**src/hdl/ipv_pkg.sv**
```systemverilog
// Constants and source tables for the interrupt priority and vector resolver
package ipv_pkg;
  // ----------------------------------------------------------------
  // Sources and widths
  // ----------------------------------------------------------------
  localparam int NUM_SRC = 29;           // Non-maskable, 6 external, 22 on-chip
  localparam int NUM_LREG = 6;           // Level registers a..f
  localparam int VEC_W = 9;              // Widest vector entry address
  localparam logic [4:0] SRC_NMI = 5'h00;
  // Sources whose request is caught on a rising edge and held until taken
  localparam logic [NUM_SRC-1:0] HELD_SRC = 29'h7d;
  // ----------------------------------------------------------------
  // Register map (index; byte address is four times the index)
  // ----------------------------------------------------------------
  localparam logic [3:0] IDX_LEVEL_A = 4'h0;
  localparam logic [3:0] IDX_LEVEL_F = 4'h5;
  localparam logic [3:0] IDX_STATUS = 4'h6;
  localparam logic [3:0] IDX_MASK = 4'h7;
  localparam logic [3:0] IDX_GRANT = 4'h8;
  localparam logic [7:0] LEVEL_RST = 8'h00;
  localparam logic [7:0] LEVEL_WMASK = 8'h77;   // Bits 7 and 3 read zero
  localparam int HI_FIELD = 4;
  localparam int LO_FIELD = 0;
  // Status bits: accepted, non-maskable accepted, held off by cpu mask
  localparam int ST_ACC = 0;
  localparam int ST_NMI = 1;
  localparam int ST_BLK = 2;
  localparam logic [2:0] STATUS_RST = 3'h0;
  localparam logic [3:0] NMI_LEVEL = 4'h8;
  localparam int SETTLE_CYC = 2;
  localparam logic [1:0] RESP_OKAY = 2'h0;
  localparam logic [1:0] RESP_SLVERR = 2'h2;
  // ----------------------------------------------------------------
  // Per-source tables, index 0 has the highest fixed order
  // ----------------------------------------------------------------
  localparam logic [0:NUM_SRC-1][7:0] VEC_MIN_TAB = '{
    8'h16, 8'h40, 8'h48, 8'h50, 8'h52, 8'h58, 8'h5a,
    8'h60, 8'h62, 8'h64, 8'h66, 8'h68, 8'h6a, 8'h6c, 8'h6e,
    8'h70, 8'h72, 8'h74, 8'h76, 8'h78, 8'h7a, 8'h7c,
    8'h80, 8'h82, 8'h84, 8'h88, 8'h8a, 8'h8c, 8'h90};
  // Level group: even = bits 6..4, odd = bits 2..0 of register group/2
  localparam logic [0:NUM_SRC-1][3:0] GRP_TAB = '{
    4'hf, 4'h0, 4'h1, 4'h2, 4'h2, 4'h3, 4'h3,
    4'h4, 4'h4, 4'h4, 4'h4, 4'h5, 4'h5, 4'h5, 4'h5,
    4'h6, 4'h6, 4'h6, 4'h6, 4'h7, 4'h7, 4'h7,
    4'h8, 4'h8, 4'h8, 4'h9, 4'h9, 4'h9, 4'ha};
  // Rank inside a module, larger wins (capture 3 .. overflow 0)
  localparam logic [0:NUM_SRC-1][1:0] RANK_TAB = '{
    2'h0, 2'h1, 2'h0, 2'h1, 2'h0, 2'h1, 2'h0,
    2'h3, 2'h2, 2'h1, 2'h0, 2'h3, 2'h2, 2'h1, 2'h0,
    2'h3, 2'h2, 2'h1, 2'h0, 2'h2, 2'h1, 2'h0,
    2'h2, 2'h1, 2'h0, 2'h2, 2'h1, 2'h0, 2'h0};
endpackage : ipv_pkg

```
**src/hdl/ipv_resolver.sv**
```systemverilog
// Interrupt priority resolver and vector generator with AXI4-Lite registers
//
// The AXI4-Lite slave port and the register addresses are this design's own decisions.
`timescale 1ns/1ps
`default_nettype none
// Contract
// - Highest programmed group level wins first
// - Same module, equal level: larger rank wins
// - Equal level across sources: fixed global order
// - Vector address per source, doubled in maximum mode
// - Two 3-bit fields, other bits read zero
// - Reset clears all six level registers
// - Accept only when level exceeds cpu mask
// - New level takes effect after two clocks
module ipv_resolver
  import ipv_pkg::*;
(
  input wire logic core_clk_i,
  input wire logic sys_rst_i,
  input wire logic [NUM_SRC-1:0] src_req_i,    // Raw requests, index 0 non-maskable
  input wire logic [2:0] cpu_mask_i,           // Cpu mask level
  input wire logic max_mode_i,                 // High selects 4-byte vector entries
  input wire logic grant_ack_i,                // Cpu takes the offered vector
  output logic grant_valid_o,
  output logic [VEC_W-1:0] grant_vec_o,
  output logic [3:0] grant_lvl_o,
  output logic irq_o,
  input wire logic [31:0] s_axi_awaddr,
  input wire logic s_axi_awvalid,
  output logic s_axi_awready,
  input wire logic [31:0] s_axi_wdata,
  input wire logic [3:0] s_axi_wstrb,
  input wire logic s_axi_wvalid,
  output logic s_axi_wready,
  output logic [1:0] s_axi_bresp,
  output logic s_axi_bvalid,
  input wire logic s_axi_bready,
  input wire logic [31:0] s_axi_araddr,
  input wire logic s_axi_arvalid,
  output logic s_axi_arready,
  output logic [31:0] s_axi_rdata,
  output logic [1:0] s_axi_rresp,
  output logic s_axi_rvalid,
  input wire logic s_axi_rready
);
  // ----------------------------------------------------------------
  // Storage
  // ----------------------------------------------------------------
  logic [NUM_LREG-1:0][7:0] level_reg;   // Software view of levels a..f
  logic [NUM_LREG-1:0][7:0] level_s1;    // First settle stage
  logic [NUM_LREG-1:0][7:0] level_s2;    // Level used by arbitration
  logic [2:0] status;                    // Sticky events
  logic [2:0] status_ev;                 // Events raised in this cycle
  logic [2:0] irq_mask;                  // Enables status onto irq_o
  logic [NUM_SRC-1:0] req_q;             // Previous raw request, for edges
  logic [NUM_SRC-1:0] held;              // Caught edge requests
  logic [NUM_SRC-1:0] live;              // Requests entering arbitration
  logic [NUM_SRC-1:0] next_clr;          // Held bit taken by the cpu
  logic [3:0] win_lvl;                   // Arbitration winner level
  logic [4:0] win_idx;                   // Arbitration winner index
  logic win_any;                         // Some request present
  logic accept;                          // Winner beats the cpu mask
  logic [4:0] grant_idx;                 // Index behind the offer
  logic aw_full, w_full;                 // Write halves captured
  logic [3:0] aw_idx;
  logic [7:0] w_byte;
  logic w_lane0;
  logic wr_fire;
  logic wr_hit;
  logic [3:0] ar_idx;

  // ----------------------------------------------------------------
  // Source conditioning
  // ----------------------------------------------------------------
  // Edge sources are caught and kept; a new edge beats the clear
  always_ff @(posedge core_clk_i) begin
    if (sys_rst_i) begin
      req_q <= '0;
      held <= '0;
    end else begin
      req_q <= src_req_i;
      held <= (held & ~next_clr) | (src_req_i & ~req_q & HELD_SRC);
    end
  end

  // Cpu acceptance drops the held copy of the granted source
  always_comb begin
    next_clr = '0;
    if (grant_valid_o && grant_ack_i) begin
      next_clr[grant_idx] = 1'b1;
    end
  end

  assign live = (held & HELD_SRC) | (src_req_i & ~HELD_SRC);

  // ----------------------------------------------------------------
  // Level settle pipeline
  // ----------------------------------------------------------------
  // Two stages, so a rewritten level counts two clocks later
  always_ff @(posedge core_clk_i) begin
    if (sys_rst_i) begin
      level_s1 <= '0;
      level_s2 <= '0;
    end else begin
      level_s1 <= level_reg;
      level_s2 <= level_s1;
    end
  end

  // ----------------------------------------------------------------
  // Arbitration
  // ----------------------------------------------------------------
  // Scan from index 0 up; only a strictly higher level displaces,
  // so ties keep the earlier index, which is the fixed order
  always_comb begin
    logic [3:0] lvl;
    lvl = '0;
    win_lvl = '0;
    win_idx = '0;
    win_any = 1'b0;
    for (int i = 0; i < NUM_SRC; i++) begin
      if (GRP_TAB[i] == 4'hf) begin
        lvl = NMI_LEVEL;
      end else if (GRP_TAB[i][0]) begin
        lvl = {1'b0, level_s2[GRP_TAB[i][3:1]][LO_FIELD +: 3]};
      end else begin
        lvl = {1'b0, level_s2[GRP_TAB[i][3:1]][HI_FIELD +: 3]};
      end
      if (live[i] && (!win_any || lvl > win_lvl)) begin
        win_lvl = lvl;
        win_idx = 5'(i);   // rank falls with index inside a module
        win_any = 1'b1;
      end
    end
  end

  assign accept = win_any && (win_lvl > {1'b0, cpu_mask_i});

  // ----------------------------------------------------------------
  // Grant offer
  // ----------------------------------------------------------------
  // The offer freezes until acked, so the cpu sees one stable pair
  always_ff @(posedge core_clk_i) begin
    if (sys_rst_i) begin
      grant_valid_o <= 1'b0;
      grant_vec_o <= '0;
      grant_lvl_o <= '0;
      grant_idx <= '0;
    end else if (!grant_valid_o || grant_ack_i) begin
      grant_valid_o <= accept && !(next_clr[win_idx]);
      grant_lvl_o <= win_lvl;
      grant_idx <= win_idx;
      if (max_mode_i) begin
        grant_vec_o <= {VEC_MIN_TAB[win_idx], 1'b0};
      end else begin
        grant_vec_o <= {1'b0, VEC_MIN_TAB[win_idx]};
      end
    end
  end

  // ----------------------------------------------------------------
  // AXI4-Lite write path
  // ----------------------------------------------------------------
  assign s_axi_awready = !aw_full && !s_axi_bvalid;
  assign s_axi_wready = !w_full && !s_axi_bvalid;
  assign wr_fire = aw_full && w_full && !s_axi_bvalid;
  assign wr_hit = (aw_idx <= IDX_MASK);

  // Address and data halves land in either order
  always_ff @(posedge core_clk_i) begin
    if (sys_rst_i) begin
      aw_full <= 1'b0;
      w_full <= 1'b0;
      aw_idx <= '0;
      w_byte <= '0;
      w_lane0 <= 1'b0;
      s_axi_bvalid <= 1'b0;
      s_axi_bresp <= RESP_OKAY;
    end else begin
      if (s_axi_awvalid && s_axi_awready) begin
        aw_full <= 1'b1;
        aw_idx <= (s_axi_awaddr[31:6] == '0) ? s_axi_awaddr[5:2] : 4'hf;
      end
      if (s_axi_wvalid && s_axi_wready) begin
        w_full <= 1'b1;
        w_byte <= s_axi_wdata[7:0];
        w_lane0 <= s_axi_wstrb[0];
      end
      if (wr_fire) begin
        aw_full <= 1'b0;
        w_full <= 1'b0;
        s_axi_bvalid <= 1'b1;
        s_axi_bresp <= wr_hit ? RESP_OKAY : RESP_SLVERR;
      end else if (s_axi_bvalid && s_axi_bready) begin
        s_axi_bvalid <= 1'b0;
      end
    end
  end

  // Level registers, only byte lane 0 carries them
  always_ff @(posedge core_clk_i) begin
    if (sys_rst_i) begin
      level_reg <= {NUM_LREG{LEVEL_RST}};
    end else if (wr_fire && w_lane0 && aw_idx <= IDX_LEVEL_F) begin
      level_reg[aw_idx[2:0]] <= w_byte & LEVEL_WMASK;
    end
  end

  // ----------------------------------------------------------------
  // Interrupt status and mask
  // ----------------------------------------------------------------
  // Events of this cycle, kept apart so the flop process stays non-blocking
  always_comb begin
    status_ev = '0;
    status_ev[ST_ACC] = grant_valid_o && grant_ack_i;
    status_ev[ST_NMI] = grant_valid_o && grant_ack_i && grant_idx == SRC_NMI;
    status_ev[ST_BLK] = win_any && !accept;
  end

  // Write one clears; an event in the same cycle stays set
  always_ff @(posedge core_clk_i) begin
    if (sys_rst_i) begin
      status <= STATUS_RST;
      irq_mask <= STATUS_RST;
    end else begin
      if (wr_fire && w_lane0 && aw_idx == IDX_STATUS) begin
        status <= (status & ~w_byte[2:0]) | status_ev;
      end else begin
        status <= status | status_ev;
      end
      if (wr_fire && w_lane0 && aw_idx == IDX_MASK) begin
        irq_mask <= w_byte[2:0];
      end
    end
  end

  assign irq_o = |(status & irq_mask);

  // ----------------------------------------------------------------
  // AXI4-Lite read path
  // ----------------------------------------------------------------
  assign s_axi_arready = !s_axi_rvalid;
  assign ar_idx = (s_axi_araddr[31:6] == '0) ? s_axi_araddr[5:2] : 4'hf;

  // One read at a time, answered the cycle after the address
  always_ff @(posedge core_clk_i) begin
    if (sys_rst_i) begin
      s_axi_rvalid <= 1'b0;
      s_axi_rdata <= '0;
      s_axi_rresp <= RESP_OKAY;
    end else if (s_axi_arvalid && s_axi_arready) begin
      s_axi_rvalid <= 1'b1;
      s_axi_rresp <= RESP_OKAY;
      s_axi_rdata <= '0;
      if (ar_idx <= IDX_LEVEL_F) begin
        s_axi_rdata <= {24'h0, level_reg[ar_idx[2:0]]};
      end else if (ar_idx == IDX_STATUS) begin
        s_axi_rdata <= {29'h0, status};
      end else if (ar_idx == IDX_MASK) begin
        s_axi_rdata <= {29'h0, irq_mask};
      end else if (ar_idx == IDX_GRANT) begin
        s_axi_rdata <= {11'h0, grant_idx, 3'h0, grant_vec_o, grant_lvl_o};
      end else begin
        s_axi_rresp <= RESP_SLVERR;
      end
    end else if (s_axi_rvalid && s_axi_rready) begin
      s_axi_rvalid <= 1'b0;
    end
  end
endmodule : ipv_resolver
`default_nettype wire

```
**config.mk**
```make
export PLATFORM = sky130hd
export DESIGN_NAME = ipv_resolver
export DESIGN_NICKNAME = d
export VERILOG_FILES = /design/src/hdl/ipv_pkg.sv /design/src/hdl/ipv_resolver.sv
export SDC_FILE = /design/constraint.sdc
export NUM_CORES = 1
export LEC_CHECK = 0
export ABC_AREA = 1
export BUFFER_PORTS_ARGS = -buffer_cell sky130_fd_sc_hd__buf_2
export CAP_MARGIN = 10
export CORE_MARGIN = 1
export CORE_UTILIZATION = 60
export DETAILED_ROUTE_END_ITERATION = 6
export PLACE_DENSITY = 0.86
export SYNTH_ARGS = -nofsm -noshare
export SYNTH_HDL_FRONTEND = slang
export SYNTH_SLANG_ARGS = --single-unit
```
**constraint.sdc**
```tcl
create_clock -name core_clk_i -period 53.4 [get_ports core_clk_i]
set_input_delay 5.34 -clock core_clk_i [delete_from_list [all_inputs] [get_ports core_clk_i]]
set_output_delay 5.34 -clock core_clk_i [all_outputs]
set_load 0.01 [all_outputs]
```
==> results of run 1 <==
[worst max-delay path, delay by kind of cell]
family	cells	cell delay, ns
AND/OR/NAND/NOR	131	13.70
AO/OA/AOI/OAI	67	8.63
adder cells (fa/ha/maj)	27	7.95
buffers and inverters	46	4.42
[stage by stage]
stage               utilization  area (um^2)
floorplan                     -        10800
global placement          0.663        11600
detailed placement        0.663        11600
CTS                       0.697        12100
global route              0.697        12100
finish                    0.697        12100
[worst max-delay path by stage]
stage,startpoint,endpoint,cells past startpoint
finish,src_req_i[1],grant_vec_o[2]$_SDFFE_PP0P_,271
detailed placement,src_req_i[1],grant_vec_o[2]$_SDFFE_PP0P_,270
CTS,src_req_i[1],grant_vec_o[2]$_SDFFE_PP0P_,270
floorplan,src_req_i[1],grant_vec_o[2]$_SDFFE_PP0P_,270
global placement,src_req_i[1],grant_vec_o[2]$_SDFFE_PP0P_,270
global route,src_req_i[1],grant_vec_o[2]$_SDFFE_PP0P_,272
[layout by cell type, fill, tap and decap left out, drive strengths merged, types with 2 or more instances in the layout]
cell type and n:
o221ai 3, clkbuf 17, o22ai 8, o21a 15, and2 28, dfxtp 173
a22oi 2, nor2 175, ha 89, nor3 12, buf 148, nor4 12
a211oi 3, nand2 328, a221oi 3, or2 7, nand3 151, a31oi 10
conb 17, o211ai 10, a21oi 111, clkinvlp 2, clkinv 9, or4 2
nand3b 2, o21ai 133, inv 248, a32o 2, o31ai 5, nand4 6
xor2 2, bufinv 2
[cell usage after synthesis, drive strengths merged, types with 3 or more instances]
cell,count
inv,242
nand2,328
or2,7
nand4,6
buf,26
a31oi,10
o221ai,3
nor4,12
a221oi,3
a21oi,111
nor3,12
nand3,151
o22ai,8
clkinv,5
ha,89
o211ai,10
clkbuf,28
dfxtp,173
o21ai,133
nor2,175
a211oi,3
o31ai,5
and2,28
o21a,15
[cell families (layout without fill, tap and decap cells)]
logic type	count (synthesis)	in the layout	synth area share
xor gates and xnor gates	2	2	0.00163
DFF	173	173	0.322
adders and majority gates	89	89	0.103
buffers and inverters	301	426	0.116
and+or+nand+nor	723	723	0.296
AOI/OAI and AO/OA	310	310	0.161
other	1	17	0.000348
[final cells by class]
type                       count  area, um^2
multi-input combinational   1141        6120
fill                        1477        5280
sequential                   173        3460
inverter                     247         945
timing repair buffer         148         748
clock buffer                  17         425
tap                          225         282
clock inverter                14         156
[metal layers]
| layer | wire length, um | part of all wire | vias up |
|---|---|---|---|
| li1 | - | - | 5454 |
| met1 | 11400 | 0.43 | 4824 |
| met2 | 12400 | 0.47 | 452 |
| met3 | 2050 | 0.077 | 61 |
| met4 | 778 | 0.029 | 0 |
| met5 | 0 | 0 | - |
==> results.toml, run 1 <==
[synthesis]
synth.avg_cell_area_um2 = 6.73
ys.flop_type = "dfxtp_1"
yosysWarnings = 0
synth_top_area_cell = "dfxtp_1"
synth_area_mm2 = 0.0108
async_flop_share = 0
synth-seq-area-share = 0.322
synth_edf_count = 0
syn-instance-count = 1599
ys_ff_latch = 173
synth.top_cell.area_share = 0.322
synth.distinct_cells = 54
synth_top_cells_by_area = "dfxtp_1 32%, nand2_1 11%, ha_1 10%, inv_1 8.1%, nand3_1 7.0%"

[global_route]
global_route.usage.met1 = 0.373
global_route.overflow_total = 0
grt_use_met2 = 0.501
antenna_found_initial = 0
grt_pass1_vias = 9525
grtUsageTotal = 0.294
grt_max_degree = 86
use_met3 = 0.0496
gr-max-usage-layer = "met2"
grt_pass1_wl_um = 43400

[timing]
whs_ns = 0.400
maxSlewHeadroom = 0.389
tightest_slew_ns = 0.914
setup_viol = 0
fin_tns_setup_ns = 0
clock.fmax_ghz = 0.0251
rsz0062_at_grt = "false"
setup_slack_ns = 13.62
finalClockSkew_ns = 0.00897
final.period_utilization = 0.745
drv_slew = 0
period_needed_ns = 39.78
hold_viol = 0

[detailed_routing]
drtPass1Iterations = 7
vias = 10800
drt_wl_total_um = 26700
via_per_inst = 5.49
wl_per_cell_um = 13.6
drc = 0
drt_iter0_markers = 779
ant_nets = 0

[setup_path]
r2r_cells = 269
critPathSlowestCell = "nor3_2"
path_class = "in2reg"
worst_setup_path_end_kind = "flip-flop"
r2r-start = "held[0]$_SDFF_PP0_"
reg2reg_to = "grant_vec_o[2]$_SDFFE_PP0P_"
worstPathArrival_ns = 40.09
startpoint_type = "primary input"
crit_path_frequent_cell = "nand2_1"
path_max_fanout = 9
r2r_setup_slack_ns = 18.34
required_ns = 53.71
cpPeakStageDelay_ns = 0.49

[clocking]
ctsResizeCount = 0
cts_root_buf = "clkbuf_16"
cts_tree = "yes"
cts.clk_slew.worst_paths_ns = 0.07
cts_made_buffers = 17
clock_latency_ns = 0.43
clk_path_buf_depth = 2
post-cts-setup-buffer-count = 0
cts.sinks = 173
h-tree-depth = 4
postCtsHoldBufs = 0

[run_status]
outcome = "finished clean"

[floorplanning]
die-area_mm2 = 0.0185
pin_count = 197
fp.dieH_um = 136
initial_core_util = 0.618
die_x_um = 136
coreArea_mm2 = 0.0174
rows = 48

[cells_and_area]
syn_to_final_growth_pct = 12.8
fin_nets = 1958
insertedDiodeCount = 0
largest_register_ffs = 36
layout-drive-gt1-share = 0.130
fin_cells = 1965

[placed_design]
gp_congestion = 0.940
dp.cells = 1934
dpl_worst_slack_ns = 13.68
port_buffers = 146
hpwl_um = 20300

[hold_path]
min_path_cells = 2
hold_path.class = "reg2reg"
min_from = "level_s1[1]$_SDFF_PP0_"
hold_end = "level_s2[1]$_SDFF_PP0_"

[flow_run]
drv_cap = 0
Power of run 1 is left out: the tool's default activity adds up to more than one toggle a clock period on the data nets, which glitch-free logic cannot reach.
==> inputs of run 2 (changes only) <==
CORE_UTILIZATION = 57   (was 60)
PLACE_DENSITY = 0.82   (was 0.86)
clock period = 40 ns   (was 53.4 ns; I/O delays follow)
==> results.toml, run 2 (synthesis results as in run 1) <==
[run_status]
outcome = "finished clean"

[clocking]
cts_root_buf = "clkbuf_16"
cts_tree = "yes"
clock_latency_ns = 0.43
cts.sinks = 173
h-tree-depth = 4
cts.clk_slew.worst_paths_ns = 0.07
clk_path_buf_depth = 2
cts_made_buffers = 17

[cells_and_area]
syn_to_final_growth_pct = 14.7
layout-drive-gt1-share = 0.153
largest_register_ffs = 36
final_cell_mix = "304 x nand2_1, 228 x inv_1, 173 x dfxtp_1, 162 x nor2_1, 150 x nand3_1"
fin_nets = 1977
fill_cells = 1600
insertedDiodeCount = 0
mostFrequentLayoutCell = "nand2_1"

[detailed_routing]
ant_nets = 0
vias = 10700
drtPass1Iterations = 6
drc = 0
drt_iter0_markers = 844
drt_wl_total_um = 27200
wl_per_cell_um = 13.7
via_per_inst = 5.37

[global_route]
grt_pass1_vias = 9567
grt_pass1_wl_um = 44200
global_route.overflow_total = 0
grt_max_degree = 75
grtUsageTotal = 0.279
antenna_found_initial = 0

[timing]
finalClockSkew_ns = 0.0101
hold_viol = 0
whs_ns = 0.402
fin_tns_setup_ns = 0
drv_slew = 0
maxSlewHeadroom = 0.358
clock.fmax_ghz = 0.0274
period_needed_ns = 36.47
tightest_slew_ns = 0.959
setup_viol = 0
final.period_utilization = 0.912

[placed_design]
port_buffers = 146
gp_congestion = 0.964
hpwl_um = 20600

[setup_path]
crit_path_frequent_cell = "nand2_1"
path_class = "in2reg"
critPathSlowestCell = "ha_1"
required_ns = 40.30
worst_setup_path_end_kind = "flip-flop"
startpoint_type = "primary input"
path_max_fanout = 7
cpPeakStageDelay_ns = 0.31
worstPathArrival_ns = 36.77

[floorplanning]
rows = 49
die_x_um = 139
pin_count = 197
die-area_mm2 = 0.0194
fp.dieH_um = 139
coreArea_mm2 = 0.0182
initial_core_util = 0.591

[flow_run]
drv_cap = 0

[hold_path]
hold_path.class = "reg2reg"
==> run 2: path summary, 6_finish.rpt <==
check,from,to,slack [ns],cells past startpoint
worst min-delay path,level_s1[9]$_SDFF_PP0_,level_s2[9]$_SDFF_PP0_,0.40,2
worst min register to register,level_s1[9]$_SDFF_PP0_,level_s2[9]$_SDFF_PP0_,0.40,2
worst max-delay path,src_req_i[1],grant_vec_o[2]$_SDFFE_PP0P_,3.53,271
worst max register to register,held[0]$_SDFF_PP0_,grant_vec_o[2]$_SDFFE_PP0P_,6.92,269
==> run 2: critical path: cells and delay by family <==
kind / cells / cell delay (ns)
and+or+nand+nor: 131 / 12.65
adders and majority gates: 27 / 7.96
buffers and inverters: 46 / 3.95
AOI/OAI and AO/OA: 67 / 8.27
==> run 2: timing repair <==
action / 4_1_cts / 5_1_grt
hold buffers: 0 / 0
resized for setup: 0 / 29
endpoints found under the setup margin: 0 / 18
setup buffers: 0 / 19
==> run 2: cell type report <==
class                           count  area [um^2]  share of cell area
Clock buffer                       18          429              0.0348
Clock inverter                     14          140              0.0114
Inverter                          247          948              0.0768
Multi-Input combinational cell   1141         6190               0.501
Sequential cell                   173         3460               0.281
Tap cell                          229          287              0.0232
Timing Repair Buffer              167          891              0.0722
==> run 2: routing by layer <==
metal	GRT usage	routed length, um	up-vias	part of all wire
met3	0.0399	1680	54	0.062
met1	0.357	12000	4762	0.44
met5	0	0	-	0
met2	0.480	12900	383	0.48
li1	-	-	5486	-
met4	0.0918	634	0	0.023
==> run 2: metrics by stage <==
step,std cells,setup WS [ns],utilization,area (um^2)
final,1989,3.53,0.678,12300
after global routing,1989,-0.130,0.678,12300
after CTS,1970,2.18,0.666,12100
after detailed placement,1938,1.93,0.635,11600
after global placement,1938,2.87,0.635,11600
after floorplan,1615,6.59,-,10800
Power of run 2 is left out for the same reason.
==> inputs of run 3 (changes only) <==
RECOVER_POWER = 100   (was not set)
SETUP_SLACK_MARGIN = 0.3   (was not set)
==> results.toml, run 3 (synthesis results as in run 1) <==
[floorplanning]
coreArea_mm2 = 0.0182
rows = 49
fp.dieH_um = 139
die-area_mm2 = 0.0194
die_x_um = 139
initial_core_util = 0.591
pin_count = 197

[detailed_routing]
wl_per_cell_um = 13.7
drtPass1Iterations = 5
drc = 0
vias = 10700
drt_iter0_markers = 818
ant_nets = 0
drt_wl_total_um = 27400
via_per_inst = 5.37

[cells_and_area]
largest_register_ffs = 36
design_area_mm2 = 0.0123
mostFrequentLayoutCell = "nand2_1"
fin_nets = 1984
insertedDiodeCount = 0
layout-drive-gt1-share = 0.132
ff_latch_area_mm2 = 0.00346
fin_cells = 1996
syn_to_final_growth_pct = 14.7
multi_input_area_mm2 = 0.00619
final_cell_mix = "304 x nand2_1, 229 x inv_1, 173 x dfxtp_1, 162 x nor2_1, 150 x nand3_1"
fill_cells = 1616

[timing]
fin_tns_setup_ns = 0
rsz0062_at_grt = "false"
finalClockSkew_ns = 0.00738
maxSlewHeadroom = -1.04
tightest_slew_ns = 3.06
clock.fmax_ghz = 0.0274
period_needed_ns = 36.45
setup_viol = 0
drv_slew = 178
hold_viol = 0
final.period_utilization = 0.911
whs_ns = 0.404

[global_route]
grt_pass1_vias = 9567
grt_pass1_wl_um = 44200
antenna_found_initial = 0
global_route.overflow_total = 0
grt_max_degree = 75
grtUsageTotal = 0.279

[setup_path]
worstPathArrival_ns = 36.68
reg2reg_to = "grant_vec_o[2]$_SDFFE_PP0P_"
startpoint_type = "primary input"
cpPeakStageDelay_ns = 0.31
r2r_setup_slack_ns = 6.94
critPathLaunch = "src_req_i[1]"
worst_setup_path_end_kind = "flip-flop"
critPathSlowestCell = "ha_1"
path_class = "in2reg"
r2r-start = "held[0]$_SDFF_PP0_"
r2r_cells = 268
path_max_fanout = 7
required_ns = 40.23
crit_path_frequent_cell = "nand2_1"

[run_status]
violations = "capacitance limit, slew limit"
outcome = "finished with violations"

[clocking]
clk_path_buf_depth = 2
h-tree-depth = 4
cts_tree = "yes"
cts_root_buf = "clkbuf_16"
cts_made_buffers = 17
postCtsHoldBufs = 0
cts.sinks = 173
clock_latency_ns = 0.42
cts.clk_slew.worst_paths_ns = 0.07

[placed_design]
gp_congestion = 0.964
port_buffers = 146
dp.cells = 1938
dpl_cell_area_mm2 = 0.0116
hpwl_um = 20600

[flow_run]
drv_cap = 3

[hold_path]
min_path_cells = 2
hold_path.class = "reg2reg"
hold_end = "level_s2[9]$_SDFF_PP0_"
min_from = "level_s1[9]$_SDFF_PP0_"
run 3: critical path: cells and delay by family:
kind | cells | cell delay, ns
simple gates | 131 | 12.90
fa+ha+maj | 27 | 7.79
compound gates | 67 | 8.09
buf+inv | 45 | 3.89
run 3: per-stage QoR:
stage	utilization	setup slack [ns]
final	0.678	3.55
after global routing	0.678	0.0125
after CTS	0.666	2.18
after detailed placement	0.635	1.93
after global placement	0.635	2.87
after floorplan	-	6.59
run 3: routing by layer:
metal	wire, um	track usage
met1	12000	0.357
met2	13000	0.480
met3	1720	0.0399
met4	636	0.0918
met5	0	0
run 3: worst max path at each step:
stage | endpoint | slack, ns | cells after the start
global route | grant_vec_o[2]$_SDFFE_PP0P_ | 0.01 | 272
detailed placement | grant_vec_o[2]$_SDFFE_PP0P_ | 1.93 | 271
floorplan | grant_vec_o[2]$_SDFFE_PP0P_ | 6.59 | 270
global placement | grant_vec_o[2]$_SDFFE_PP0P_ | 2.87 | 270
finish | grant_vec_o[2]$_SDFFE_PP0P_ | 3.55 | 270
CTS | grant_vec_o[2]$_SDFFE_PP0P_ | 2.18 | 271
run 3: cell type report:
cell class | count | area share
Multi-Input combinational cell | 1141 | 0.501
Sequential cell | 173 | 0.281
Inverter | 247 | 0.0768
Timing Repair Buffer | 174 | 0.0719
Clock buffer | 18 | 0.0348
Tap cell | 229 | 0.0232
Clock inverter | 14 | 0.0114
run 3: timing repair:
action | 4_1_cts | 5_1_grt
setup buffers | 0 | 26
setup endpoints to repair | 0 | 18
gates resized for setup | 0 | 32
Power of run 3 is left out for the same reason.
